--- config.mk ---
export PLATFORM = sky130hd
export DESIGN_NAME = gpio_expander_8ch_logic
export DESIGN_NICKNAME = d
export VERILOG_FILES = /design/src/gpio_expander_8ch_logic.v
export VERILOG_INCLUDE_DIRS = /design/src
export SDC_FILE = /design/constraint.sdc
export NUM_CORES = 1
export LEC_CHECK = 0
export BUFFER_PORTS_ARGS = -buffer_cell sky130_fd_sc_hd__buf_2
export CAP_MARGIN = 20
export CORE_UTILIZATION = 45
export CTS_CLUSTER_DIAMETER = 150
export DETAILED_ROUTE_END_ITERATION = 8
export HOLD_SLACK_MARGIN = 0.02
export REMOVE_ABC_BUFFERS = 1
export SETUP_SLACK_MARGIN = 0.3
export SLEW_MARGIN = 15
export SYNTH_ARGS = -nofsm -noshare
export SYNTH_HDL_FRONTEND = slang
export SYNTH_SLANG_ARGS = --single-unit
--- constraint.sdc ---
create_clock -name mclk -period 3.7 [get_ports mclk]
set_input_delay 0.74 -clock mclk [delete_from_list [all_inputs] [get_ports mclk]]
set_output_delay 0.74 -clock mclk [all_outputs]
set_load 0.05 [all_outputs]
--- src/gpio_expander_8ch_logic_map.vh ---
`ifndef GPIO_EXPANDER_8CH_LOGIC_MAP_VH
`define GPIO_EXPANDER_8CH_LOGIC_MAP_VH

`define OFS_PIN_DATA 8'h00
`define OFS_PIN_DIRECTION 8'h01
`define OFS_PULLUP_ENABLE 8'h02
`define OFS_PULLDOWN_ENABLE 8'h03
`define OFS_RESERVED_SLOT 8'h04
`define OFS_IRQ_MASK 8'h05
`define OFS_EDGE_SENSE_UPPER 8'h06
`define OFS_EDGE_SENSE_LOWER 8'h07
`define OFS_IRQ_SOURCE_FLAGS 8'h08
`define OFS_EDGE_EVENT_FLAGS 8'h09
`define OFS_LOGIC_MODE_SELECT 8'h10
`define OFS_TRUTH_TABLE_ZERO 8'h11
`define OFS_TRUTH_TABLE_ONE 8'h12
`define OFS_TRUTH_TABLE_TWO 8'h13
`define OFS_TRUTH_TABLE_THREE 8'h14
`define OFS_TRUTH_TABLE_FOUR 8'h15
`define OFS_ADVANCED_SETTINGS 8'hab

`define RST_PIN_DATA 8'hff
`define RST_PIN_DIRECTION 8'hff
`define RST_PULLUP_ENABLE 8'h00
`define RST_PULLDOWN_ENABLE 8'h00
`define RST_IRQ_MASK 8'hff
`define RST_EDGE_SENSE 8'h00
`define RST_FLAGS 8'h00
`define RST_LOGIC_MODE 8'h00
`define RST_TRUTH_TABLE 8'h00
`define RST_ADVANCED 8'h00

`define UPPER_MODE_HI 5
`define UPPER_MODE_LO 4
`define LOWER_MODE_HI 1
`define LOWER_MODE_LO 0
`define BOOST_BIT 1

`define MODE_PLAIN 2'h0
`define MODE_TWO_TO_ONE 2'h1
`define MODE_THREE_TO_ONE 2'h2
`define MODE_THREE_TO_TWO 2'h3

`define SENSE_RISE_BIT 0
`define SENSE_FALL_BIT 1

// bus address is arbitrary
`define SERIAL_DEV_ADDR 7'h2a

`endif

--- src/gpio_expander_8ch_logic.v ---
`timescale 1ns/1ps
`include "gpio_expander_8ch_logic_map.vh"

// Overview of operation
// - data writes set output levels; data reads return actual pin levels.
// - direction bit 0 makes output, 1 input; reset gives all inputs.
// - pull-up enable bit 1 turns pull-up on; reset turns all off.
// - pull-down enable bit 1 turns pull-down on; reset turns all off.
// - mask 0 lets line events raise interrupt; 1 blocks; reset masks all.
// - two-bit sense per line: none, rising, falling, both; upper/lower registers.
// - matching edge sets the line's event status bit.
// - matching edge on unmasked line sets interrupt source bit.
// - writing 1 to source bit clears it and the event bit.
// - interrupt output released once all source bits are clear.
// - writing 1 to event bit clears it and the source bit.
// - changing a line's sense setting clears that line's flags.
// - upper mode: plain, line 6 from 5..4, line 7 from 6..4.
// - lower mode: plain, line 2, line 3, or lines 4 and 3 decoded.
// - two-input decode picks table zero nibble bit by input value.
// - three-input decode picks table bit at input value index.
// - three-to-two: line 4 from table three, line 3 from four.
// - tables act only while their mode is selected.
// - logic function lines get direction automatically; others stay normal.
module gpio_expander_8ch_logic #(
   parameter LINES = 8
) (
   input wire mclk,
   input wire rst_b,
   input wire ce,
   input wire scl_in,
   input wire sda_in,
   output wire sda_out,
   output reg sda_oe,
   input wire [LINES-1:0] io_in,
   output reg [LINES-1:0] io_out,
   output reg [LINES-1:0] io_oe,
   output wire [LINES-1:0] pullup_on,
   output wire [LINES-1:0] pulldown_on,
   output wire boost_on,
   output wire irq_out_low,
   output reg irq_out_low_oe
);

   localparam [8:0] ST_IDLE = 9'h001;
   localparam [8:0] ST_ADDR = 9'h002;
   localparam [8:0] ST_ACK_ADDR = 9'h004;
   localparam [8:0] ST_REG = 9'h008;
   localparam [8:0] ST_ACK_REG = 9'h010;
   localparam [8:0] ST_WDATA = 9'h020;
   localparam [8:0] ST_ACK_W = 9'h040;
   localparam [8:0] ST_RDATA = 9'h080;
   localparam [8:0] ST_RACK = 9'h100;

   reg [7:0] data_q;
   reg [7:0] dir_q;
   reg [7:0] pu_q;
   reg [7:0] pd_q;
   reg [7:0] mask_q;
   reg [7:0] sense_hi_q;
   reg [7:0] sense_lo_q;
   reg [7:0] src_q;
   reg [7:0] ev_q;
   reg [7:0] mode_q;
   reg [7:0] tt0_q;
   reg [7:0] tt1_q;
   reg [7:0] tt2_q;
   reg [7:0] tt3_q;
   reg [7:0] tt4_q;
   reg [7:0] adv_q;
   reg [7:0] pins_prev_q;

   reg scl_q;
   reg sda_q;
   reg [8:0] state_q;
   reg [7:0] shift_q;
   reg [3:0] bitcnt_q;
   reg [7:0] ptr_q;
   reg rw_q;

   wire scl_rise = scl_in & ~scl_q;
   wire scl_fall = ~scl_in & scl_q;
   wire bus_start = scl_in & scl_q & sda_q & ~sda_in;
   wire bus_stop = scl_in & scl_q & ~sda_q & sda_in;
   wire byte_done = scl_fall & (bitcnt_q == 4'h8);

   // pins are open-drain style: only ever pulled low
   assign sda_out = 1'b0;
   assign irq_out_low = 1'b0;
   assign pullup_on = pu_q;
   assign pulldown_on = pd_q;
   assign boost_on = adv_q[`BOOST_BIT];

   wire wr_stb = ce & (state_q == ST_WDATA) & byte_done & ~bus_start & ~bus_stop;
   wire [7:0] wr_data = shift_q;

   reg [7:0] rd_data;
   always @* begin
      case (ptr_q)
         `OFS_PIN_DATA: rd_data = io_in;
         `OFS_PIN_DIRECTION: rd_data = dir_q;
         `OFS_PULLUP_ENABLE: rd_data = pu_q;
         `OFS_PULLDOWN_ENABLE: rd_data = pd_q;
         `OFS_IRQ_MASK: rd_data = mask_q;
         `OFS_EDGE_SENSE_UPPER: rd_data = sense_hi_q;
         `OFS_EDGE_SENSE_LOWER: rd_data = sense_lo_q;
         `OFS_IRQ_SOURCE_FLAGS: rd_data = src_q;
         `OFS_EDGE_EVENT_FLAGS: rd_data = ev_q;
         `OFS_LOGIC_MODE_SELECT: rd_data = mode_q;
         `OFS_TRUTH_TABLE_ZERO: rd_data = tt0_q;
         `OFS_TRUTH_TABLE_ONE: rd_data = tt1_q;
         `OFS_TRUTH_TABLE_TWO: rd_data = tt2_q;
         `OFS_TRUTH_TABLE_THREE: rd_data = tt3_q;
         `OFS_TRUTH_TABLE_FOUR: rd_data = tt4_q;
         `OFS_ADVANCED_SETTINGS: rd_data = adv_q;
         default: rd_data = 8'h00;
      endcase
   end

   // edge detection and flag bookkeeping
   reg [7:0] ev_set;
   reg [7:0] sense_chg;
   reg [7:0] w1c_src;
   reg [7:0] w1c_ev;
   reg [15:0] sense_all;
   reg [15:0] sense_new;
   reg [7:0] rise;
   reg [7:0] fall;
   integer i;
   always @* begin
      sense_all = {sense_hi_q, sense_lo_q};
      sense_new = sense_all;
      if (wr_stb && ptr_q == `OFS_EDGE_SENSE_UPPER) begin
         sense_new[15:8] = wr_data;
      end
      if (wr_stb && ptr_q == `OFS_EDGE_SENSE_LOWER) begin
         sense_new[7:0] = wr_data;
      end
      rise = io_in & ~pins_prev_q;
      fall = ~io_in & pins_prev_q;
      for (i = 0; i < 8; i = i + 1) begin
         ev_set[i] = (sense_all[2*i+`SENSE_RISE_BIT] & rise[i]) |
                     (sense_all[2*i+`SENSE_FALL_BIT] & fall[i]);
         sense_chg[i] = (sense_new[2*i+1 -: 2] != sense_all[2*i+1 -: 2]);
      end
      w1c_src = (wr_stb && ptr_q == `OFS_IRQ_SOURCE_FLAGS) ? wr_data : 8'h00;
      w1c_ev = (wr_stb && ptr_q == `OFS_EDGE_EVENT_FLAGS) ? wr_data : 8'h00;
   end

   // set wins over every clear so no edge is lost
   // event and source flag next state
   wire [7:0] ev_d = (ev_q & ~(w1c_src | w1c_ev | sense_chg)) | ev_set;
   wire [7:0] src_d = (src_q & ~(w1c_src | w1c_ev | sense_chg)) | (ev_set & ~mask_q);

   // logic function decode
   reg [7:0] pld_drive;
   reg [7:0] pld_input;
   reg [7:0] pld_val;
   wire [1:0] lo_mode = mode_q[`LOWER_MODE_HI:`LOWER_MODE_LO];
   wire [1:0] hi_mode = mode_q[`UPPER_MODE_HI:`UPPER_MODE_LO];
   always @* begin
      pld_drive = 8'h00;
      pld_input = 8'h00;
      pld_val = 8'h00;
      // tables used only in their mode
      case (lo_mode)
         `MODE_TWO_TO_ONE: begin
            pld_drive[2] = 1'b1;
            pld_input[1:0] = 2'h3;
            pld_val[2] = tt0_q[{1'b0, io_in[1:0]}];
         end
         `MODE_THREE_TO_ONE: begin
            pld_drive[3] = 1'b1;
            pld_input[2:0] = 3'h7;
            pld_val[3] = tt2_q[io_in[2:0]];
         end
         `MODE_THREE_TO_TWO: begin
            pld_drive[4:3] = 2'h3;
            pld_input[2:0] = 3'h7;
            pld_val[4] = tt3_q[io_in[2:0]];
            pld_val[3] = tt4_q[io_in[2:0]];
         end
         default: begin
            pld_drive[3:0] = 4'h0;
         end
      endcase
      // three-to-two owns line 4, so the upper field is then plain I/O
      if (lo_mode != `MODE_THREE_TO_TWO) begin
         case (hi_mode)
            `MODE_TWO_TO_ONE: begin
               pld_drive[6] = 1'b1;
               pld_input[5:4] = 2'h3;
               pld_val[6] = tt0_q[{1'b1, io_in[5:4]}];
            end
            `MODE_THREE_TO_ONE: begin
               pld_drive[7] = 1'b1;
               pld_input[6:4] = 3'h7;
               pld_val[7] = tt1_q[io_in[6:4]];
            end
            default: begin
               pld_drive[7:4] = 4'h0;
            end
         endcase
      end
   end

   // register file and pins
   always @(posedge mclk) begin
      if (!rst_b) begin
         data_q <= `RST_PIN_DATA;
         dir_q <= `RST_PIN_DIRECTION;
         pu_q <= `RST_PULLUP_ENABLE;
         pd_q <= `RST_PULLDOWN_ENABLE;
         mask_q <= `RST_IRQ_MASK;
         sense_hi_q <= `RST_EDGE_SENSE;
         sense_lo_q <= `RST_EDGE_SENSE;
         src_q <= `RST_FLAGS;
         ev_q <= `RST_FLAGS;
         mode_q <= `RST_LOGIC_MODE;
         tt0_q <= `RST_TRUTH_TABLE;
         tt1_q <= `RST_TRUTH_TABLE;
         tt2_q <= `RST_TRUTH_TABLE;
         tt3_q <= `RST_TRUTH_TABLE;
         tt4_q <= `RST_TRUTH_TABLE;
         adv_q <= `RST_ADVANCED;
         pins_prev_q <= 8'h00;
         io_out <= 8'h00;
         io_oe <= 8'h00;
         irq_out_low_oe <= 1'b0;
      end else if (ce) begin
         pins_prev_q <= io_in;
         ev_q <= ev_d;
         src_q <= src_d;
         irq_out_low_oe <= |src_d;
         sense_hi_q <= sense_new[15:8];
         sense_lo_q <= sense_new[7:0];
         io_oe <= pld_drive | (~pld_input & ~pld_drive & ~dir_q);
         io_out <= (pld_drive & pld_val) | (~pld_drive & data_q);
         if (wr_stb) begin
            case (ptr_q)
               `OFS_PIN_DATA: data_q <= wr_data;
               `OFS_PIN_DIRECTION: dir_q <= wr_data;
               `OFS_PULLUP_ENABLE: pu_q <= wr_data;
               `OFS_PULLDOWN_ENABLE: pd_q <= wr_data;
               `OFS_IRQ_MASK: mask_q <= wr_data;
               `OFS_LOGIC_MODE_SELECT: mode_q <= wr_data;
               `OFS_TRUTH_TABLE_ZERO: tt0_q <= wr_data;
               `OFS_TRUTH_TABLE_ONE: tt1_q <= wr_data;
               `OFS_TRUTH_TABLE_TWO: tt2_q <= wr_data;
               `OFS_TRUTH_TABLE_THREE: tt3_q <= wr_data;
               `OFS_TRUTH_TABLE_FOUR: tt4_q <= wr_data;
               `OFS_ADVANCED_SETTINGS: adv_q <= wr_data;
               default: adv_q <= adv_q;
            endcase
         end
      end
   end

   // two-wire serial slave; bus lines are sampled at mclk, far above bus rate
   always @(posedge mclk) begin
      if (!rst_b) begin
         scl_q <= 1'b1;
         sda_q <= 1'b1;
         state_q <= ST_IDLE;
         shift_q <= 8'h00;
         bitcnt_q <= 4'h0;
         ptr_q <= 8'h00;
         rw_q <= 1'b0;
         sda_oe <= 1'b0;
      end else if (ce) begin
         scl_q <= scl_in;
         sda_q <= sda_in;
         if (bus_start) begin
            state_q <= ST_ADDR;
            bitcnt_q <= 4'h0;
            sda_oe <= 1'b0;
         end else if (bus_stop) begin
            state_q <= ST_IDLE;
            sda_oe <= 1'b0;
         end else begin
            case (state_q)
               ST_ADDR, ST_REG, ST_WDATA: begin
                  if (scl_rise && bitcnt_q != 4'h8) begin
                     shift_q <= {shift_q[6:0], sda_in};
                     bitcnt_q <= bitcnt_q + 4'h1;
                  end else if (byte_done) begin
                     bitcnt_q <= 4'h0;
                     if (state_q == ST_ADDR) begin
                        if (shift_q[7:1] == `SERIAL_DEV_ADDR) begin
                           rw_q <= shift_q[0];
                           sda_oe <= 1'b1;
                           state_q <= ST_ACK_ADDR;
                        end else begin
                           state_q <= ST_IDLE;
                        end
                     end else if (state_q == ST_REG) begin
                        ptr_q <= shift_q;
                        sda_oe <= 1'b1;
                        state_q <= ST_ACK_REG;
                     end else begin
                        sda_oe <= 1'b1;
                        state_q <= ST_ACK_W;
                     end
                  end
               end
               ST_ACK_ADDR: begin
                  if (scl_fall) begin
                     if (rw_q) begin
                        shift_q <= rd_data;
                        sda_oe <= ~rd_data[7];
                        state_q <= ST_RDATA;
                     end else begin
                        sda_oe <= 1'b0;
                        state_q <= ST_REG;
                     end
                  end
               end
               ST_ACK_REG: begin
                  if (scl_fall) begin
                     sda_oe <= 1'b0;
                     state_q <= ST_WDATA;
                  end
               end
               ST_ACK_W: begin
                  if (scl_fall) begin
                     // pointer advances so bursts fill consecutive registers
                     ptr_q <= ptr_q + 8'h01;
                     sda_oe <= 1'b0;
                     state_q <= ST_WDATA;
                  end
               end
               ST_RDATA: begin
                  if (scl_fall) begin
                     if (bitcnt_q == 4'h7) begin
                        bitcnt_q <= 4'h0;
                        sda_oe <= 1'b0;
                        ptr_q <= ptr_q + 8'h01;
                        state_q <= ST_RACK;
                     end else begin
                        bitcnt_q <= bitcnt_q + 4'h1;
                        shift_q <= {shift_q[6:0], 1'b0};
                        sda_oe <= ~shift_q[6];
                     end
                  end
               end
               ST_RACK: begin
                  if (scl_rise && sda_in) begin
                     state_q <= ST_IDLE;
                  end else if (scl_fall) begin
                     shift_q <= rd_data;
                     sda_oe <= ~rd_data[7];
                     state_q <= ST_RDATA;
                  end
               end
               default: begin
                  sda_oe <= 1'b0;
               end
            endcase
         end
      end
   end

endmodule

==> flow_summary_export.csv, run 1 <==
group,metric,value,unit
logic_synthesis,synth_edf_count,0,
grt,grt_antenna_before_repair,0,
setup_path,critPathBufInv,0,
timing,finalSetupViolCount,0,
logic_synthesis,ys_warn_count,0,
floorplanning,rows,53,
layout,final_nets,1261,
logic_synthesis,ys_seq_elements,186,
setup_path,startpoint,"ptr_q[2]",
outcome,outcome,"complete, no violations",
timing,period_share,0.7674,
layout,diodes,0,
logic_synthesis,yosys.area.top_type,"dfxtp_1",
power,seqPwrFrac,0.502,
floorplanning,pin_count,50,
floorplanning,die-area,22640,um^2
timing,worst_slack,0.8607,ns
timing,slew_violations,0,
route,drc,0,
power,cellPowerDensity,375.0,nW/um^2
setup_path,cp-end-kind,"register",
logic_synthesis,postSynthAreaPerCell,7.916,um^2
clocking,clock_path_buffers,2,
power,combPwrFrac,0.055,
clocking,cts_tree,"built",
floorplanning,fp.dieH,150.5,um
setup_path,r2r_cells,6,
layout,drive_gt1_frac,0.1165,
setup_path,regToRegEndpoint,"shift_q[3]",
placement,dp_hpwl,24990,um
setup_path,reg2reg_slack,0.86,ns
logic_synthesis,yosysSeqAreaShare,0.3754,
floorplanning,core-area,21290,um^2
layout,largest_register_ffs,9,
grt,grt_pass1_wl,54000,um
timing,fmax,0.3522,GHz
grt,grt_util_all_layers,0.3210,
clocking,hold_buffers,0,
setup_path,crit_chain,"nor2b_1, and3_1, nor3_1, a31oi_4, o32ai_1, o31ai_1",
setup_path,critPathMaxFanout,17,
setup_path,slowest_delay,0.76,ns
layout,area_growth,8.894,%
clocking,htreeDepth,4,
logic_synthesis,syn_area,9918,um^2
power,p_total,0.004050,W
clocking,cts.sinks,186,
timing,worst_slew_pin_slew,0.8723,ns
setup_path,cp.depth,6,
power,peakVddDrop,0.3205,mV
placement,io_buffers,47,
setup_path,crit_type,"register to register",
timing,maxSlewHeadroom,0.4176,
timing,fin_crit,2.839,ns
placement,pre_cts_slack,0.9092,ns
route,drt_iter0_markers,1108,
setup_path,worstReg2RegStart,"ptr_q[2]",
flow_run,drv_cap,0,
power,p_sw,0.001080,W
power,pwr-share-clk,0.443,
timing,final-hold-violation-count,0,
route,drt-vias-per-instance,6.223,
timing,setup-tns-final,0,ns
grt,grt_pass1_vias,8702,
setup_path,crit_arrival,3.18,ns
route,wl_per_cell,23.03,um
layout,mostFrequentLayoutCell,"nand2_1",
placement,routabilityCongestion,0.9505,
route,routed_wl,35190,um
clocking,cts_setup_buffers,0,
logic_synthesis,syn_inst,1253,
logic_synthesis,synth_top_flop_cell,"dfxtp_1",
logic_synthesis,ys_types,83,
grt,grt_max_degree,95,
timing,skew,0.01401,ns
route,first_pass_iters,6,
floorplanning,dieWidth,150.5,um
route,postRouteAntennaNets,0,
logic_synthesis,synthArstFlopShare,0,
layout,fillCellCount,2034,
setup_path,cp_slowest_cell,"dfxtp_1",
clocking,cts_buffers,17,
setup_path,endpoint,"shift_q[3]",
floorplanning,initial_core_util,0.4659,
setup_path,worst_path_dominant_cell_family,"simple AND/OR/NAND/NOR gates",
power,switching_share,0.2667,
layout,largest-register,"state_q",
logic_synthesis,synth_area_leaders,"dfxtp_1 38%, nand2_1 11%, a21oi_1 6.8%",
grt,grt.overflow.total,0,
clocking,cts_root_buf,"clkbuf_16",
route,vias,9509,
power,leakage,3.986,nW
clocking,worstSkewPairLatency,0.44,ns
clocking,clkTransAtPathRegs,0.08,ns
logic_synthesis,synth_top_cell_area_share,0.3754,
timing,rsz0062_at_grt,"false",
power,p_int,0.002970,W
min_path,hold_path_class,"register to register",
layout,layout_common_cells,"280 x nand2_1, 186 x dfxtp_1, 134 x a21oi_1",
clocking,ctsResizeCount,0,
setup_path,worstPathRequired,4.04,ns
setup_path,worst_setup_path_start_kind,"register",
[through the flow]
stage,std cells,instance area [um^2],util,hold WS (ns)
2_1_floorplan,1147,9435,-,0.4313
3_3_place_gp,1496,10240,0.4810,0.4411
3_5_place_dp,1496,10240,0.4810,0.4450
4_1_cts,1528,10800,0.5074,0.4558
5_1_grt,1528,10800,0.5074,0.4764
6_report,1528,10800,0.5074,0.4586
[final cells by class]
class | instances | area, um^2 | share of cell area
Inverter | 20 | 77.57 | 0.007183
Multi-Input combinational cell | 941 | 5643 | 0.5225
Clock inverter | 14 | 132.6 | 0.01228
Tap cell | 275 | 344.1 | 0.03186
Sequential cell | 186 | 3724 | 0.3448
Timing Repair Buffer | 74 | 450.4 | 0.04171
Clock buffer | 18 | 429.2 | 0.03974
[per-layer routing]
| metal | wire (um) | track usage |
|---|---|---|
| met2 | 15120 | 0.4733 |
| met4 | 922 | 0.1005 |
| met5 | 0 | 0 |
| met3 | 2910 | 0.04848 |
| met1 | 16230 | 0.4754 |
[worst register-to-register path: stages (launching register included)]
cell,delay [ns]
dfxtp_1,0.76
nor2b_1,0.63
and3_1,0.53
nor3_1,0.15
a31oi_4,0.31
o32ai_1,0.15
o31ai_1,0.22
[cell usage after synthesis, types with 6 or more instances]
cell	count
a211oi_1	6
a21oi_1	134
a222oi_1	9
a22o_1	8
a22oi_1	25
a31oi_1	15
and2_1	8
and3_1	19
buf_1	9
buf_2	17
buf_6	6
clkbuf_1	70
dfxtp_1	186
ha_1	8
inv_1	20
mux2i_1	38
mux4_2	11
nand2_1	280
nand2b_1	16
nand3_1	46
nand3b_1	18
nand4_1	14
nor2_1	53
nor2b_1	11
nor3_1	8
nor4_1	10
o211ai_1	17
o21ai_0	31
o21ai_1	15
o22a_1	6
o31ai_1	8
or3_1	7
xnor2_1	6
xor2_1	14
[cells by family (layout without fill, tap and decap cells)]
group,after synthesis,count (layout),share of synthesized area
muxes,50,50,0.06446
adders and majority gates,8,8,0.01009
DFF,186,186,0.3754
and+or+nand+nor,535,535,0.2630
AOI/OAI and AO/OA,326,326,0.2123
buffers and inverters,127,126,0.05664
other,1,2,0.0003781
xor gates and xnor gates,20,20,0.01766
[power groups by stage]
stage / clock network (W) / registers [W] / logic (W)
after floorplan: 0 / 0.00211 / 0.000101
after global placement: 0 / 0.00208 / 0.000222
after global routing: 0.00190 / 0.00204 / 0.000238
final: 0.00179 / 0.00203 / 0.000224
after CTS: 0.00181 / 0.00203 / 0.000222
after detailed placement: 0 / 0.00208 / 0.000222
[worst min-delay path by stage]
stage | start | end | slack [ns] | depth (start not counted)
2_1_floorplan | mode_q[3] | mode_q[3] | 0.43 | 2
3_3_place_gp | adv_q[0] | adv_q[0] | 0.44 | 2
3_5_place_dp | adv_q[2] | adv_q[2] | 0.45 | 2
4_1_cts | adv_q[2] | adv_q[2] | 0.46 | 2
5_1_grt | adv_q[2] | adv_q[2] | 0.48 | 2
6_report | adv_q[2] | adv_q[2] | 0.46 | 2
(Power assumes the default switching activity.)
==> run 2, diff against run 1 <==
clock period = 2.8 ns   (was 3.7 ns; I/O delays follow)
==> flow_summary_export.csv, run 2 (same netlist as run 1, synthesis figures left out) <==
group,metric,value,unit
outcome,outcome,"complete, no violations",
setup_path,reg2reg_slack,0.38,ns
clocking,worstSkewPairLatency,0.45,ns
setup_path,cp-end-kind,"register",
placement,dp_cells,1518,
layout,mostFrequentLayoutCell,"nand2_1",
setup_path,crit_arrival,2.75,ns
grt,grt_util_all_layers,0.3221,
timing,maxSlewHeadroom,0.4447,
clocking,hold_buffers,0,
grt,grt.overflow.total,0,
placement,routabilityCongestion,1.020,
placement,dp_hpwl,25550,um
route,drc,0,
route,wl_per_cell,22.81,um
power,leakage,4.175,nW
clocking,cts_root_buf,"clkbuf_16",
grt,grt_antenna_before_repair,1,
setup_path,worstPathRequired,3.13,ns
timing,whs,0.4422,ns
route,postRouteAntennaNets,0,
layout,final_nets,1290,
timing,finalSetupViolCount,0,
route,drt_iter0_markers,1113,
layout,multi_input_area,5753,um^2
floorplanning,die-area,22640,um^2
floorplanning,pin_count,50,
min_path,hold_path_class,"primary input to register",
floorplanning,rows,53,
clocking,cts_buffers,17,
clocking,htreeDepth,4,
floorplanning,fp.dieH,150.5,um
timing,skew,0.01393,ns
timing,period_share,0.8644,
setup_path,regToRegEndpoint,"irq_out_low_oe",
grt,grt_pass1_wl,53920,um
setup_path,worstReg2RegStart,"ptr_q[0]",
layout,drive_gt1_frac,0.1560,
grt,grt_pass1_vias,8678,
floorplanning,initial_core_util,0.4659,
route,routed_wl,35540,um
timing,fin_crit,2.420,ns
power,peakVddDrop,0.3483,mV
timing,final-hold-violation-count,0,
layout,regArea,3735,um^2
min_path,holdPathEnd,"sda_q",
layout,area_growth,12.72,%
layout,fillCellCount,2060,
floorplanning,core-area,21290,um^2
layout,final_cells,1558,
setup_path,r2r_cells,9,
layout,layout_common_cells,"280 x nand2_1, 179 x dfxtp_1, 134 x a21oi_1",
power,cellPowerDensity,484.9,nW/um^2
flow_run,drv_cap,0,
placement,io_buffers,47,
layout,largest_register_ffs,9,
timing,slew_violations,0,
route,vias,9607,
clocking,cts.sinks,186,
route,first_pass_iters,6,
setup_path,crit_type,"register to register",
min_path,hp-start,"sda_in",
min_path,whs_path_depth,3,
clocking,cts_tree,"built",
clocking,clkTransAtPathRegs,0.07,ns
setup_path,worst_setup_path_start_kind,"register",
timing,worst_slew_pin_slew,0.8318,ns
layout,largest-register,"state_q",
timing,fmax,0.4132,GHz
timing,rsz0062_at_grt,"true",
setup_path,critPathMaxFanout,15,
grt,grt_max_degree,62,
floorplanning,dieWidth,150.5,um
clocking,clock_path_buffers,2,
route,drt-vias-per-instance,6.166,
==> run 2: worst max-delay path: stages (launching register included) <==
cell and delay, ns:
dfxtp_4 0.37, inv_1 0.10, ha_1 0.15, buf_4 0.22, or2_2 0.22, nand4_1 0.13, a2111oi_2 0.55, o22ai_1 0.16
nor4_1 0.29, a21oi_1 0.10
==> run 2: through the flow <==
stage / power [W] / setup WS (ns) / area, um^2 / setup TNS (ns) / util
floorplan: 0.002918 / -0.8546 / 9435 / -39.57 / -
global placement: 0.003054 / 0.2559 / 10430 / 0 / 0.4899
detailed placement: 0.003054 / 0.2463 / 10430 / 0 / 0.4899
CTS: 0.005437 / 0.2884 / 11020 / 0 / 0.5179
global route: 0.005577 / 0.2911 / 11180 / 0 / 0.5251
finish: 0.005421 / 0.3797 / 11180 / 0 / 0.5252
==> run 2: report_power, final <==
| group | internal (W) | switching, W |
|---|---|---|
| combinational | 0.0000924 | 0.000221 |
| sequential | 0.00266 | 0.0000209 |
| clock | 0.00121 | 0.00122 |
==> run 2: timing repair <==
action                                  in CTS  in global routing
gates resized for setup                      5                 27
pin swaps                                    0                  7
endpoints found under the setup margin       5                106
setup buffers                                0                  7
==> run 2: final cells by class <==
type | instances | share of cell area
antenna | 1 | 0.0002238
multi-input combinational | 941 | 0.5146
inverter | 20 | 0.006939
timing repair buffer | 103 | 0.06234
sequential | 186 | 0.3341
clock buffer | 19 | 0.03962
clock inverter | 13 | 0.01142
tap | 275 | 0.03078
==> run 2: how the worst max path moves through the flow <==
| stage | startpoint | to | cells after the start |
|---|---|---|---|
| after CTS | state_q[1] | mode_q[3] | 7 |
| after detailed placement | scl_in | sense_lo_q[5] | 7 |
| after global placement | ptr_q[0] | shift_q[6] | 9 |
| after floorplan | ptr_q[5] | irq_out_low_oe | 6 |
| after global routing | state_q[3] | ptr_q[0] | 5 |
| final | ptr_q[0] | irq_out_low_oe | 9 |
==> run 2: metal layers <==
metal / share of wire / track usage / wire (um) / vias to the layer above
met5: 0 / 0 / 0 / -
met4: 0.028 / 0.1152 / 978 / 0
met3: 0.095 / 0.05970 / 3371 / 68
met2: 0.42 / 0.4569 / 15010 / 443
met1: 0.46 / 0.4797 / 16190 / 4588
li1: - / - / - / 4508
